### config.mk
export PLATFORM = sky130hd
export DESIGN_NAME = pcaer_top
export DESIGN_NICKNAME = d
export VERILOG_FILES = /design/src/rtl/pcaer_pkg.sv /design/src/rtl/pcaer_top.sv
export SDC_FILE = /design/constraint.sdc
export NUM_CORES = 1
export LEC_CHECK = 0
export BUFFER_PORTS_ARGS = -buffer_cell sky130_fd_sc_hd__buf_2
export CAP_MARGIN = 0
export CORE_MARGIN = 2
export CORE_UTILIZATION = 33
export CTS_CLUSTER_SIZE = 28
export DETAILED_ROUTE_END_ITERATION = 16
export HOLD_SLACK_MARGIN = 0.05
export SLEW_MARGIN = 10
export SYNTH_ARGS = -nofsm -noshare
export SYNTH_HDL_FRONTEND = slang
export SYNTH_SLANG_ARGS = --single-unit
### constraint.sdc
create_clock -name aclk -period 4.93 [get_ports aclk]
set_input_delay 0.7395 -clock aclk [delete_from_list [all_inputs] [get_ports aclk]]
set_output_delay 0.7395 -clock aclk [all_outputs]
set_load 0.02 [all_outputs]
### src/rtl/pcaer_pkg.sv
// Operation
// [RQ1] Mask bit 19 blocks ECRC logging and message.
// [RQ2] Mask bit 20 blocks UR; bits 31:21 zero.
// [RQ3] Severity bit: zero non-fatal, one fatal.
// [RQ4] Severity reset values; reserved bits read zero.
// [RQ5] Receiver error sets status bit 0, W1C.
// [RQ6] Bad TLP bit 6, bad DLLP bit 7.
// [RQ7] Rollover bit 8, replay timeout bit 12.
// [RQ8] Correctable mask 0,6,7 block log and message.
// [RQ9] Correctable mask 8,12 block log and message.
// [RQ10] First error pointer holds first uncorrectable position.
// [RQ11] ECRC generation capable reads one.
// [RQ12] Bit 6 enables ECRC generation, reset off.
// [RQ13] ECRC check capable reads one.
// [RQ14] Bit 8 enables ECRC check; 31:9 zero.
// [RQ15] Logged error captures four header dwords, big-endian.
// [RQ16] Sticky fields survive link reset, cleared at power-on.
package pcaer_pkg;
	localparam logic [11:0] OFF_UNC_MASK = 12'h108;
	localparam logic [11:0] OFF_UNC_SEV = 12'h10c;
	localparam logic [11:0] OFF_COR_STS = 12'h110;
	localparam logic [11:0] OFF_COR_MASK = 12'h114;
	localparam logic [11:0] OFF_CAP_CTRL = 12'h118;
	localparam logic [11:0] OFF_HDR0 = 12'h11c;
	localparam logic [11:0] OFF_HDR1 = 12'h120;
	localparam logic [11:0] OFF_HDR2 = 12'h124;
	localparam logic [11:0] OFF_HDR3 = 12'h128;
	localparam logic [11:0] OFF_LOG_LOCK = 12'h130;
	localparam logic [11:0] OFF_IRQ_STS = 12'h134;
	localparam logic [11:0] OFF_IRQ_MASK = 12'h138;
	localparam logic [20:0] UNC_BITS = 21'h1f_f011;
	localparam logic [20:0] UNC_SEV_RST = 21'h06_2011;
	localparam int UNC_ECRC_BIT = 19;
	localparam logic [12:0] COR_BITS = 13'h11c1;
	localparam int CAP_FEP_LSB = 0;
	localparam int CAP_GEN_CAP = 5;
	localparam int CAP_GEN_EN = 6;
	localparam int CAP_CHK_CAP = 7;
	localparam int CAP_CHK_EN = 8;
	localparam int IRQ_COR = 0;
	localparam int IRQ_UNC = 1;
	localparam logic [1:0] RESP_OKAY = 2'h0;
	localparam logic [1:0] RESP_SLVERR = 2'h2;
	typedef enum logic [1:0] {
		PCAER_MSG_COR = 2'h0,
		PCAER_MSG_NONFATAL = 2'h1,
		PCAER_MSG_FATAL = 2'h3
	} pcaer_msg_e;
	typedef struct packed {
		logic [20:0] unc_mask;
		logic [20:0] unc_sev;
		logic [12:0] cor_sts;
		logic [12:0] cor_mask;
		logic [4:0] fep;
		logic gen_en;
		logic chk_en;
		logic lock;
		logic [3:0][31:0] hdr;
		logic [1:0] irq_sts;
		logic [1:0] irq_mask;
		logic irq;
		logic msg_valid;
		pcaer_msg_e msg_type;
		logic aw_ok;
		logic w_ok;
		logic [11:0] awaddr;
		logic [31:0] wdata;
		logic [3:0] wstrb;
		logic awready;
		logic wready;
		logic bvalid;
		logic [1:0] bresp;
		logic arready;
		logic rvalid;
		logic [31:0] rdata;
		logic [1:0] rresp;
	} pcaer_state_s;
	localparam pcaer_state_s STATE_RST = '{
		unc_sev: UNC_SEV_RST,
		msg_type: PCAER_MSG_COR,
		default: '0
	};
endpackage : pcaer_pkg

### src/rtl/pcaer_top.sv
// Register access over AXI4-Lite was left to the implementer.
`timescale 1ns/100ps
module pcaer_top (
	input wire logic aclk,
	input wire logic aresetn,
	input wire logic link_reset,
	input wire logic [11:0] s_axi_awaddr,
	input wire logic s_axi_awvalid,
	output logic s_axi_awready,
	input wire logic [31:0] s_axi_wdata,
	input wire logic [3:0] s_axi_wstrb,
	input wire logic s_axi_wvalid,
	output logic s_axi_wready,
	output logic [1:0] s_axi_bresp,
	output logic s_axi_bvalid,
	input wire logic s_axi_bready,
	input wire logic [11:0] s_axi_araddr,
	input wire logic s_axi_arvalid,
	output logic s_axi_arready,
	output logic [31:0] s_axi_rdata,
	output logic [1:0] s_axi_rresp,
	output logic s_axi_rvalid,
	input wire logic s_axi_rready,
	input wire logic [20:0] unc_event,
	input wire logic [12:0] cor_event,
	input wire logic [127:0] err_header,
	output logic msg_valid,
	output logic [1:0] msg_type,
	output logic ecrc_gen_en,
	output logic ecrc_chk_en,
	output logic irq
);
	pcaer_pkg::pcaer_state_s s_q;
	pcaer_pkg::pcaer_state_s s_d;

	// Byte lanes without a strobe keep their old value.
	function automatic logic [31:0] merge(
		input logic [31:0] old,
		input logic [31:0] data,
		input logic [3:0] strb
	);
		logic [31:0] r;
		r = old;
		for (int i = 0; i < 4; i++)
		begin
			if (strb[i])
			begin
				r[8*i +: 8] = data[8*i +: 8];
			end
		end
		return r;
	endfunction : merge

	// Only strobed lanes may clear a write-one-to-clear bit.
	function automatic logic [31:0] lanes(
		input logic [31:0] data,
		input logic [3:0] strb
	);
		logic [31:0] r;
		r = '0;
		for (int i = 0; i < 4; i++)
		begin
			if (strb[i])
			begin
				r[8*i +: 8] = data[8*i +: 8];
			end
		end
		return r;
	endfunction : lanes

	// The scan runs downwards, so the lowest set position is the one left.
	function automatic logic [4:0] first_bit(
		input logic [20:0] v
	);
		logic [4:0] r;
		r = '0;
		for (int i = 20; i >= 0; i--)
		begin
			if (v[i])
			begin
				r = 5'(i);
			end
		end
		return r;
	endfunction : first_bit

	////////////////////////////////////////////////////////////////////////////////

	logic [20:0] unc_det;
	logic [20:0] unc_hit;
	logic [12:0] cor_det;
	logic [12:0] cor_hit;
	logic do_write;
	logic do_read;
	logic [31:0] wm;
	logic [31:0] w1c;
	logic [11:0] waddr;
	logic [11:0] raddr;
	logic [31:0] cap_word;
	logic log_now;
	logic [20:0] unc_fatal;
	logic [20:0] unc_nonfatal;

	////////////////////////////////////////////////////////////////////////////////

	always_comb
	begin
		s_d = s_q;
		// Event inputs are sampled every cycle; a level held high reports every cycle.
		unc_det = unc_event & pcaer_pkg::UNC_BITS;
		// An ECRC error cannot be detected while checking is off.
		unc_det[pcaer_pkg::UNC_ECRC_BIT] = unc_det[pcaer_pkg::UNC_ECRC_BIT] & s_q.chk_en; // RQ14
		// Masked errors are neither logged nor reported.
		unc_hit = unc_det & ~s_q.unc_mask; // RQ1 RQ2
		unc_fatal = unc_hit & s_q.unc_sev; // RQ3
		unc_nonfatal = unc_hit & ~s_q.unc_sev; // RQ3
		// Correctable status is kept even while masked; only the header log and the report are held back.
		cor_det = cor_event & pcaer_pkg::COR_BITS;
		cor_hit = cor_det & ~s_q.cor_mask; // RQ8 RQ9
		log_now = (|unc_hit || |cor_hit) && !s_q.lock;
		// The capability bits are constant ones; the enables live in sticky flops.
		cap_word = '0;
		cap_word[pcaer_pkg::CAP_FEP_LSB +: 5] = s_q.fep;
		cap_word[pcaer_pkg::CAP_GEN_CAP] = 1'b1; // RQ11
		cap_word[pcaer_pkg::CAP_GEN_EN] = s_q.gen_en;
		cap_word[pcaer_pkg::CAP_CHK_CAP] = 1'b1; // RQ13
		cap_word[pcaer_pkg::CAP_CHK_EN] = s_q.chk_en;

		// Write channel: address and data are taken in either order.
		if (s_q.awready && s_axi_awvalid)
		begin
			s_d.aw_ok = 1'b1;
			s_d.awaddr = {s_axi_awaddr[11:2], 2'b00};
		end
		if (s_q.wready && s_axi_wvalid)
		begin
			s_d.w_ok = 1'b1;
			s_d.wdata = s_axi_wdata;
			s_d.wstrb = s_axi_wstrb;
		end
		if (s_q.bvalid && s_axi_bready)
		begin
			s_d.bvalid = 1'b0;
		end
		// A write is applied once both halves are in and the last response has gone.
		do_write = s_q.aw_ok && s_q.w_ok && !s_q.bvalid;
		waddr = s_q.awaddr;
		wm = '0;
		w1c = '0;
		if (do_write)
		begin
			s_d.aw_ok = 1'b0;
			s_d.w_ok = 1'b0;
			s_d.bvalid = 1'b1;
			s_d.bresp = pcaer_pkg::RESP_OKAY;
			w1c = lanes(s_q.wdata, s_q.wstrb);
			case (waddr)
				pcaer_pkg::OFF_UNC_MASK:
				begin
					// Only implemented error positions keep a written one.
					wm = merge({11'h000, s_q.unc_mask}, s_q.wdata, s_q.wstrb);
					s_d.unc_mask = wm[20:0] & pcaer_pkg::UNC_BITS; // RQ2
				end
				pcaer_pkg::OFF_UNC_SEV:
				begin
					wm = merge({11'h000, s_q.unc_sev}, s_q.wdata, s_q.wstrb);
					s_d.unc_sev = wm[20:0] & pcaer_pkg::UNC_BITS; // RQ4
				end
				pcaer_pkg::OFF_COR_STS:
				begin
					s_d.cor_sts = s_q.cor_sts & ~w1c[12:0]; // RQ5 RQ6 RQ7
				end
				pcaer_pkg::OFF_COR_MASK:
				begin
					wm = merge({19'h0_0000, s_q.cor_mask}, s_q.wdata, s_q.wstrb);
					s_d.cor_mask = wm[12:0] & pcaer_pkg::COR_BITS;
				end
				pcaer_pkg::OFF_CAP_CTRL:
				begin
					// Only the two enables are writable here.
					wm = merge(cap_word, s_q.wdata, s_q.wstrb);
					s_d.gen_en = wm[pcaer_pkg::CAP_GEN_EN]; // RQ12
					s_d.chk_en = wm[pcaer_pkg::CAP_CHK_EN]; // RQ14
				end
				pcaer_pkg::OFF_HDR0, pcaer_pkg::OFF_HDR1,
				pcaer_pkg::OFF_HDR2, pcaer_pkg::OFF_HDR3:
				begin
					// The header log is read-only; a write is accepted and ignored.
					s_d.bresp = pcaer_pkg::RESP_OKAY;
				end
				pcaer_pkg::OFF_LOG_LOCK:
				begin
					s_d.lock = s_q.lock & ~w1c[0];
				end
				pcaer_pkg::OFF_IRQ_STS:
				begin
					s_d.irq_sts = s_q.irq_sts & ~w1c[1:0];
				end
				pcaer_pkg::OFF_IRQ_MASK:
				begin
					wm = merge({30'h0000_0000, s_q.irq_mask}, s_q.wdata, s_q.wstrb);
					s_d.irq_mask = wm[1:0];
				end
				default:
				begin
					// Unmapped offsets answer with an error and change nothing.
					s_d.bresp = pcaer_pkg::RESP_SLVERR;
				end
			endcase
		end

		// Hardware events are applied after the clears, so a set wins.
		s_d.cor_sts = s_d.cor_sts | cor_det; // RQ5 RQ6 RQ7
		// The lock keeps the header of the first logged error until software frees it.
		if (log_now)
		begin
			s_d.lock = 1'b1;
			for (int i = 0; i < 4; i++)
			begin
				s_d.hdr[i] = err_header[127 - 32*i -: 32]; // RQ15
			end
			if (|unc_hit)
			begin
				s_d.fep = first_bit(unc_hit); // RQ10
			end
		end

		// One error message per cycle; the most severe pending class goes out.
		s_d.msg_valid = 1'b0;
		s_d.msg_type = pcaer_pkg::PCAER_MSG_COR;
		if (|unc_fatal)
		begin
			s_d.msg_valid = 1'b1; // RQ3
			s_d.msg_type = pcaer_pkg::PCAER_MSG_FATAL;
		end
		else if (|unc_nonfatal)
		begin
			s_d.msg_valid = 1'b1; // RQ3
			s_d.msg_type = pcaer_pkg::PCAER_MSG_NONFATAL;
		end
		else if (|cor_hit)
		begin
			s_d.msg_valid = 1'b1;
			s_d.msg_type = pcaer_pkg::PCAER_MSG_COR;
		end
		if (|unc_hit)
		begin
			s_d.irq_sts[pcaer_pkg::IRQ_UNC] = 1'b1;
		end
		if (|cor_hit)
		begin
			s_d.irq_sts[pcaer_pkg::IRQ_COR] = 1'b1;
		end

		// Link reset clears only the non-sticky state.
		// Sticky fields, the enables and the header log are left alone here.
		if (link_reset)
		begin
			s_d.irq_sts = '0; // RQ16
			s_d.irq_mask = '0;
			s_d.msg_valid = 1'b0;
		end
		s_d.irq = |(s_d.irq_sts & s_d.irq_mask);

		// Read channel.
		if (s_q.rvalid && s_axi_rready)
		begin
			s_d.rvalid = 1'b0;
		end
		// Read data is registered, so the answer stands one cycle after the address.
		do_read = s_q.arready && s_axi_arvalid;
		raddr = {s_axi_araddr[11:2], 2'b00};
		if (do_read)
		begin
			s_d.rvalid = 1'b1;
			s_d.rresp = pcaer_pkg::RESP_OKAY;
			s_d.rdata = '0;
			case (raddr)
				pcaer_pkg::OFF_UNC_MASK:
				begin
					s_d.rdata = {11'h000, s_q.unc_mask}; // RQ2
				end
				pcaer_pkg::OFF_UNC_SEV:
				begin
					s_d.rdata = {11'h000, s_q.unc_sev}; // RQ4
				end
				pcaer_pkg::OFF_COR_STS:
				begin
					s_d.rdata = {19'h0_0000, s_q.cor_sts}; // RQ7
				end
				pcaer_pkg::OFF_COR_MASK:
				begin
					s_d.rdata = {19'h0_0000, s_q.cor_mask};
				end
				pcaer_pkg::OFF_CAP_CTRL:
				begin
					s_d.rdata = cap_word; // RQ14
				end
				pcaer_pkg::OFF_HDR0:
				begin
					s_d.rdata = s_q.hdr[0];
				end
				pcaer_pkg::OFF_HDR1:
				begin
					s_d.rdata = s_q.hdr[1];
				end
				pcaer_pkg::OFF_HDR2:
				begin
					s_d.rdata = s_q.hdr[2];
				end
				pcaer_pkg::OFF_HDR3:
				begin
					s_d.rdata = s_q.hdr[3];
				end
				pcaer_pkg::OFF_LOG_LOCK:
				begin
					s_d.rdata = {31'h0000_0000, s_q.lock};
				end
				pcaer_pkg::OFF_IRQ_STS:
				begin
					s_d.rdata = {30'h0000_0000, s_q.irq_sts};
				end
				pcaer_pkg::OFF_IRQ_MASK:
				begin
					s_d.rdata = {30'h0000_0000, s_q.irq_mask};
				end
				default:
				begin
					// Unmapped offsets read as zero with an error response.
					s_d.rresp = pcaer_pkg::RESP_SLVERR;
				end
			endcase
		end

		// A new request is accepted only once the previous answer has been taken.
		s_d.awready = !s_d.aw_ok && !s_d.bvalid;
		s_d.wready = !s_d.w_ok && !s_d.bvalid;
		s_d.arready = !s_d.rvalid;
	end

	////////////////////////////////////////////////////////////////////////////////

	// Power-on reset returns every field, sticky or not, to its default.
	always_ff @(posedge aclk)
	begin
		if (!aresetn)
		begin
			s_q <= pcaer_pkg::STATE_RST; // RQ16
		end
		else
		begin
			s_q <= s_d;
		end
	end

	////////////////////////////////////////////////////////////////////////////////

	// Every output comes straight from a flop of the state.
	assign s_axi_awready = s_q.awready;
	assign s_axi_wready = s_q.wready;
	assign s_axi_bvalid = s_q.bvalid;
	assign s_axi_bresp = s_q.bresp;
	assign s_axi_arready = s_q.arready;
	assign s_axi_rvalid = s_q.rvalid;
	assign s_axi_rdata = s_q.rdata;
	assign s_axi_rresp = s_q.rresp;
	assign msg_valid = s_q.msg_valid;
	assign msg_type = s_q.msg_type;
	assign ecrc_gen_en = s_q.gen_en; // RQ12
	assign ecrc_chk_en = s_q.chk_en;
	assign irq = s_q.irq;
endmodule : pcaer_top

==> impl_metrics.py <==
metrics = {
    "flow_run": {
        "drv_cap": 0,
    },
    "worst_setup_path": {
        "cp.required_ps": 5420,
        "r2r-end": "s_q[215]$_SDFFE_PN0P_",
        "critical_path_class": "in2reg",
        "r2r-start": "ecrc_chk_en$_SDFFE_PN0P_",
        "cp-start-kind": "primary input",
        "crit_arrival_ps": 3380,
        "cp-end-kind": "flop",
        "rr_worst_depth": 6,
        "reg2reg_slack_ps": 2390,
        "path_max_fanout": 11,
    },
    "placement": {
        "port_buffers": 240,
        "hpwl_um": 26200,
        "place_area_sq_um": 12900,
        "routabilityCongestion": 0.833,
    },
    "timing": {
        "slew_headroom_pct": 22.8,
        "rsz0062_at_grt": "no",
        "worst_slew_pin_slew_ps": 1160,
        "period_needed_ps": 2890,
        "min_period_over_period_pct": 58.6,
        "setup_viol_count_final": 0,
        "slew_violations": 0,
        "fmax_mhz": 346,
        "whs_ps": 413,
        "tns_ps": 0,
        "hold_viol_final": 0,
        "skew_ps": 9.48,
    },
    "route": {
        "drc": 0,
        "via_count": 10260,
        "drtIter0Drc": 675,
        "wl_um": 36700,
        "drt-pass1-iter-count": 8,
        "viasPerCell": 5.08,
        "wl_per_cell_um": 18.2,
        "drtAntennaViolNets": 0,
    },
    "cells_and_area": {
        "drive_gt1_share_pct": 20.8,
        "syn_to_final_growth_pct": 19.5,
        "design_area_sq_um": 14000,
        "nNetsFinal": 1766,
        "final_common_cell": "nand2_1",
        "final_util_pct": 40.3,
        "final_cell_mix": "nand2_1 (405), dfxtp_1 (259), buf_2 (239)",
    },
    "yosys": {
        "yosysSeqAreaShare_pct": 44.3,
        "synthFlopType": "dfxtp_1",
        "netlist_area_sq_um": 11700,
        "synthArstFlopShare_pct": 0,
        "synthCells": 1385,
        "synth_warnings": 0,
        "syn_avg_cell_area_sq_um": 8.45,
        "synth-edff-count": 0,
        "ys_ff_latch": 259,
        "ys_types": 62,
    },
    "grt": {
        "grt_start_max_net_pins": 120,
        "grt.total_usage_pct": 19.2,
        "antenna_found_initial": 9,
        "grt_overflow": 0,
        "grt_pass1_wl_um": 54600,
        "grt_pass1_vias": 9720,
    },
    "power": {
        "p_sw_uw": 1220,
        "clock_power_share_pct": 46.6,
        "power_frac_comb_pct": 9.1,
        "p_leak_uw": 0.00608,
        "p_sw_share_pct": 23.9,
        "pwr-share-seq_pct": 44.3,
        "ir_worst_vdd_uv": 241,
        "internal-power_uw": 3890,
        "powerDensity_nw_per_um2": 366,
        "total_power_uw": 5120,
    },
    "clock_network": {
        "cts_root_buf": "clkbuf_16",
        "cts_resized": 0,
        "htree_levels": 1,
        "ctsHoldBuffers": 0,
        "clock_sinks": 259,
        "cts_made_buffers": 30,
        "post-cts-setup-buffer-count": 0,
        "insertion_delay_ps": 550,
        "clock_path_buffers": 3,
        "clk_pin_slew_ps": 60,
        "tritoncts": "yes",
    },
    "worst_hold_path": {
        "holdPathStages": 2,
        "hold_start": "cor_event[12]",
        "whs_endpoint": "s_q[260]$_SDFF_PN0_",
        "hold_path_class": "in2reg",
    },
    "die": {
        "io_pins": 277,
        "core_sq_um": 34700,
        "rows": 68,
        "die_h_um": 192,
        "die_w_um": 192,
        "die_area_sq_um": 37000,
        "initial_utilization_pct": 33.7,
    },
    "outcome": {
        "status": "finished, final reports clean",
    },
}
## critical path, stage by stage
cell,delay (ps)
buf_2,110
or4b_1,810
nor2_1,640
nand3_1,630
a21oi_1,320
a21o_1,120
## per-layer routing
metal  part of all wire [%]  wire (um)  global-route usage (%)  up-vias
met5                  0.098         36                       0        -
met4                    2.1        789                    5.58        6
met3                    6.8       2500                    4.22       54
met2                     46      17000                    30.8      294
met1                     45      16500                    25.9     4866
li1                       -          -                       -     5040
## through the flow
stage	std cells	worst slack, ps
floorplan	1386	2530
global placement	1959	1570
detailed placement	1959	1530
CTS	2015	2100
global route	2021	1910
finish	2021	2040
## power by group through the flow
stage | clock network [uW] | logic (uW) | registers [uW]
4_1_cts | 2450 | 469 | 2260
3_5_place_dp | 0 | 467 | 2310
2_1_floorplan | 0 | 309 | 2290
5_1_grt | 2530 | 513 | 2280
3_3_place_gp | 0 | 459 | 2310
6_report | 2390 | 466 | 2270
## synthesized netlist by cell type (9+ instances only)
| library cell | number | share of area (%) |
|---|---|---|
| a21oi_1 | 90 | 3.8 |
| a221oi_1 | 23 | 1.7 |
| a22o_1 | 13 | 0.97 |
| a22oi_1 | 13 | 0.83 |
| and2_1 | 11 | 0.59 |
| buf_2 | 11 | 0.47 |
| buf_4 | 49 | 3.1 |
| clkbuf_1 | 66 | 2.1 |
| dfxtp_1 | 259 | 44 |
| mux2i_1 | 159 | 14 |
| nand2_1 | 405 | 13 |
| nand2b_1 | 10 | 0.53 |
| nand3_1 | 19 | 0.81 |
| nor2_1 | 47 | 1.5 |
| nor2b_1 | 22 | 1.2 |
| o21a_1 | 9 | 0.58 |
| o21ai_0 | 45 | 1.9 |
| o21ai_1 | 11 | 0.47 |
## sequential cells by signal, indices dropped and copies added (netlist names), 2 cells and up
name and flops:
s_q 199, s_axi_rdata 32, waddr 10, cap_word 5, msg_type 2
## worst max-delay path by stage
stage	cells past startpoint	slack [ps]	end	start
3_5_place_dp	6	1530	s_axi_rdata[9]$_SDFFE_PN0P_	s_axi_araddr[7]
6_report	6	2040	s_axi_rdata[9]$_SDFFE_PN0P_	s_axi_araddr[7]
2_1_floorplan	6	2530	s_axi_rdata[14]$_SDFFE_PN0P_	s_axi_araddr[7]
5_1_grt	6	1910	s_axi_rdata[9]$_SDFFE_PN0P_	s_axi_araddr[7]
3_3_place_gp	6	1570	s_axi_rdata[9]$_SDFFE_PN0P_	s_axi_araddr[7]
4_1_cts	6	2100	s_axi_rdata[9]$_SDFFE_PN0P_	s_axi_araddr[7]
## kinds of logic (layout without fill, tap and decap cells)
kind of cell | count (synthesis) | in the layout | synth area share [%]
AO/OA/AOI/OAI | 255 | 255 | 13.9
buffers and inverters | 142 | 316 | 6.44
flip-flops | 259 | 259 | 44.3
multiplexers | 164 | 164 | 14.1
other | 1 | 8 | 0.0320
AND/OR/NAND/NOR | 564 | 564 | 21.2
## final cells by class
| type | instances | area (sq um) |
|---|---|---|
| clock buffer | 45 | 928 |
| clock inverter | 11 | 160 |
| tap | 455 | 569 |
| antenna | 6 | 15.0 |
| fill | 3591 | 20700 |
| timing repair buffer | 252 | 1310 |
| inverter | 8 | 30.0 |
| sequential | 259 | 5180 |
| multi-input combinational | 985 | 5790 |
Power figures use the tool's default switching activity.
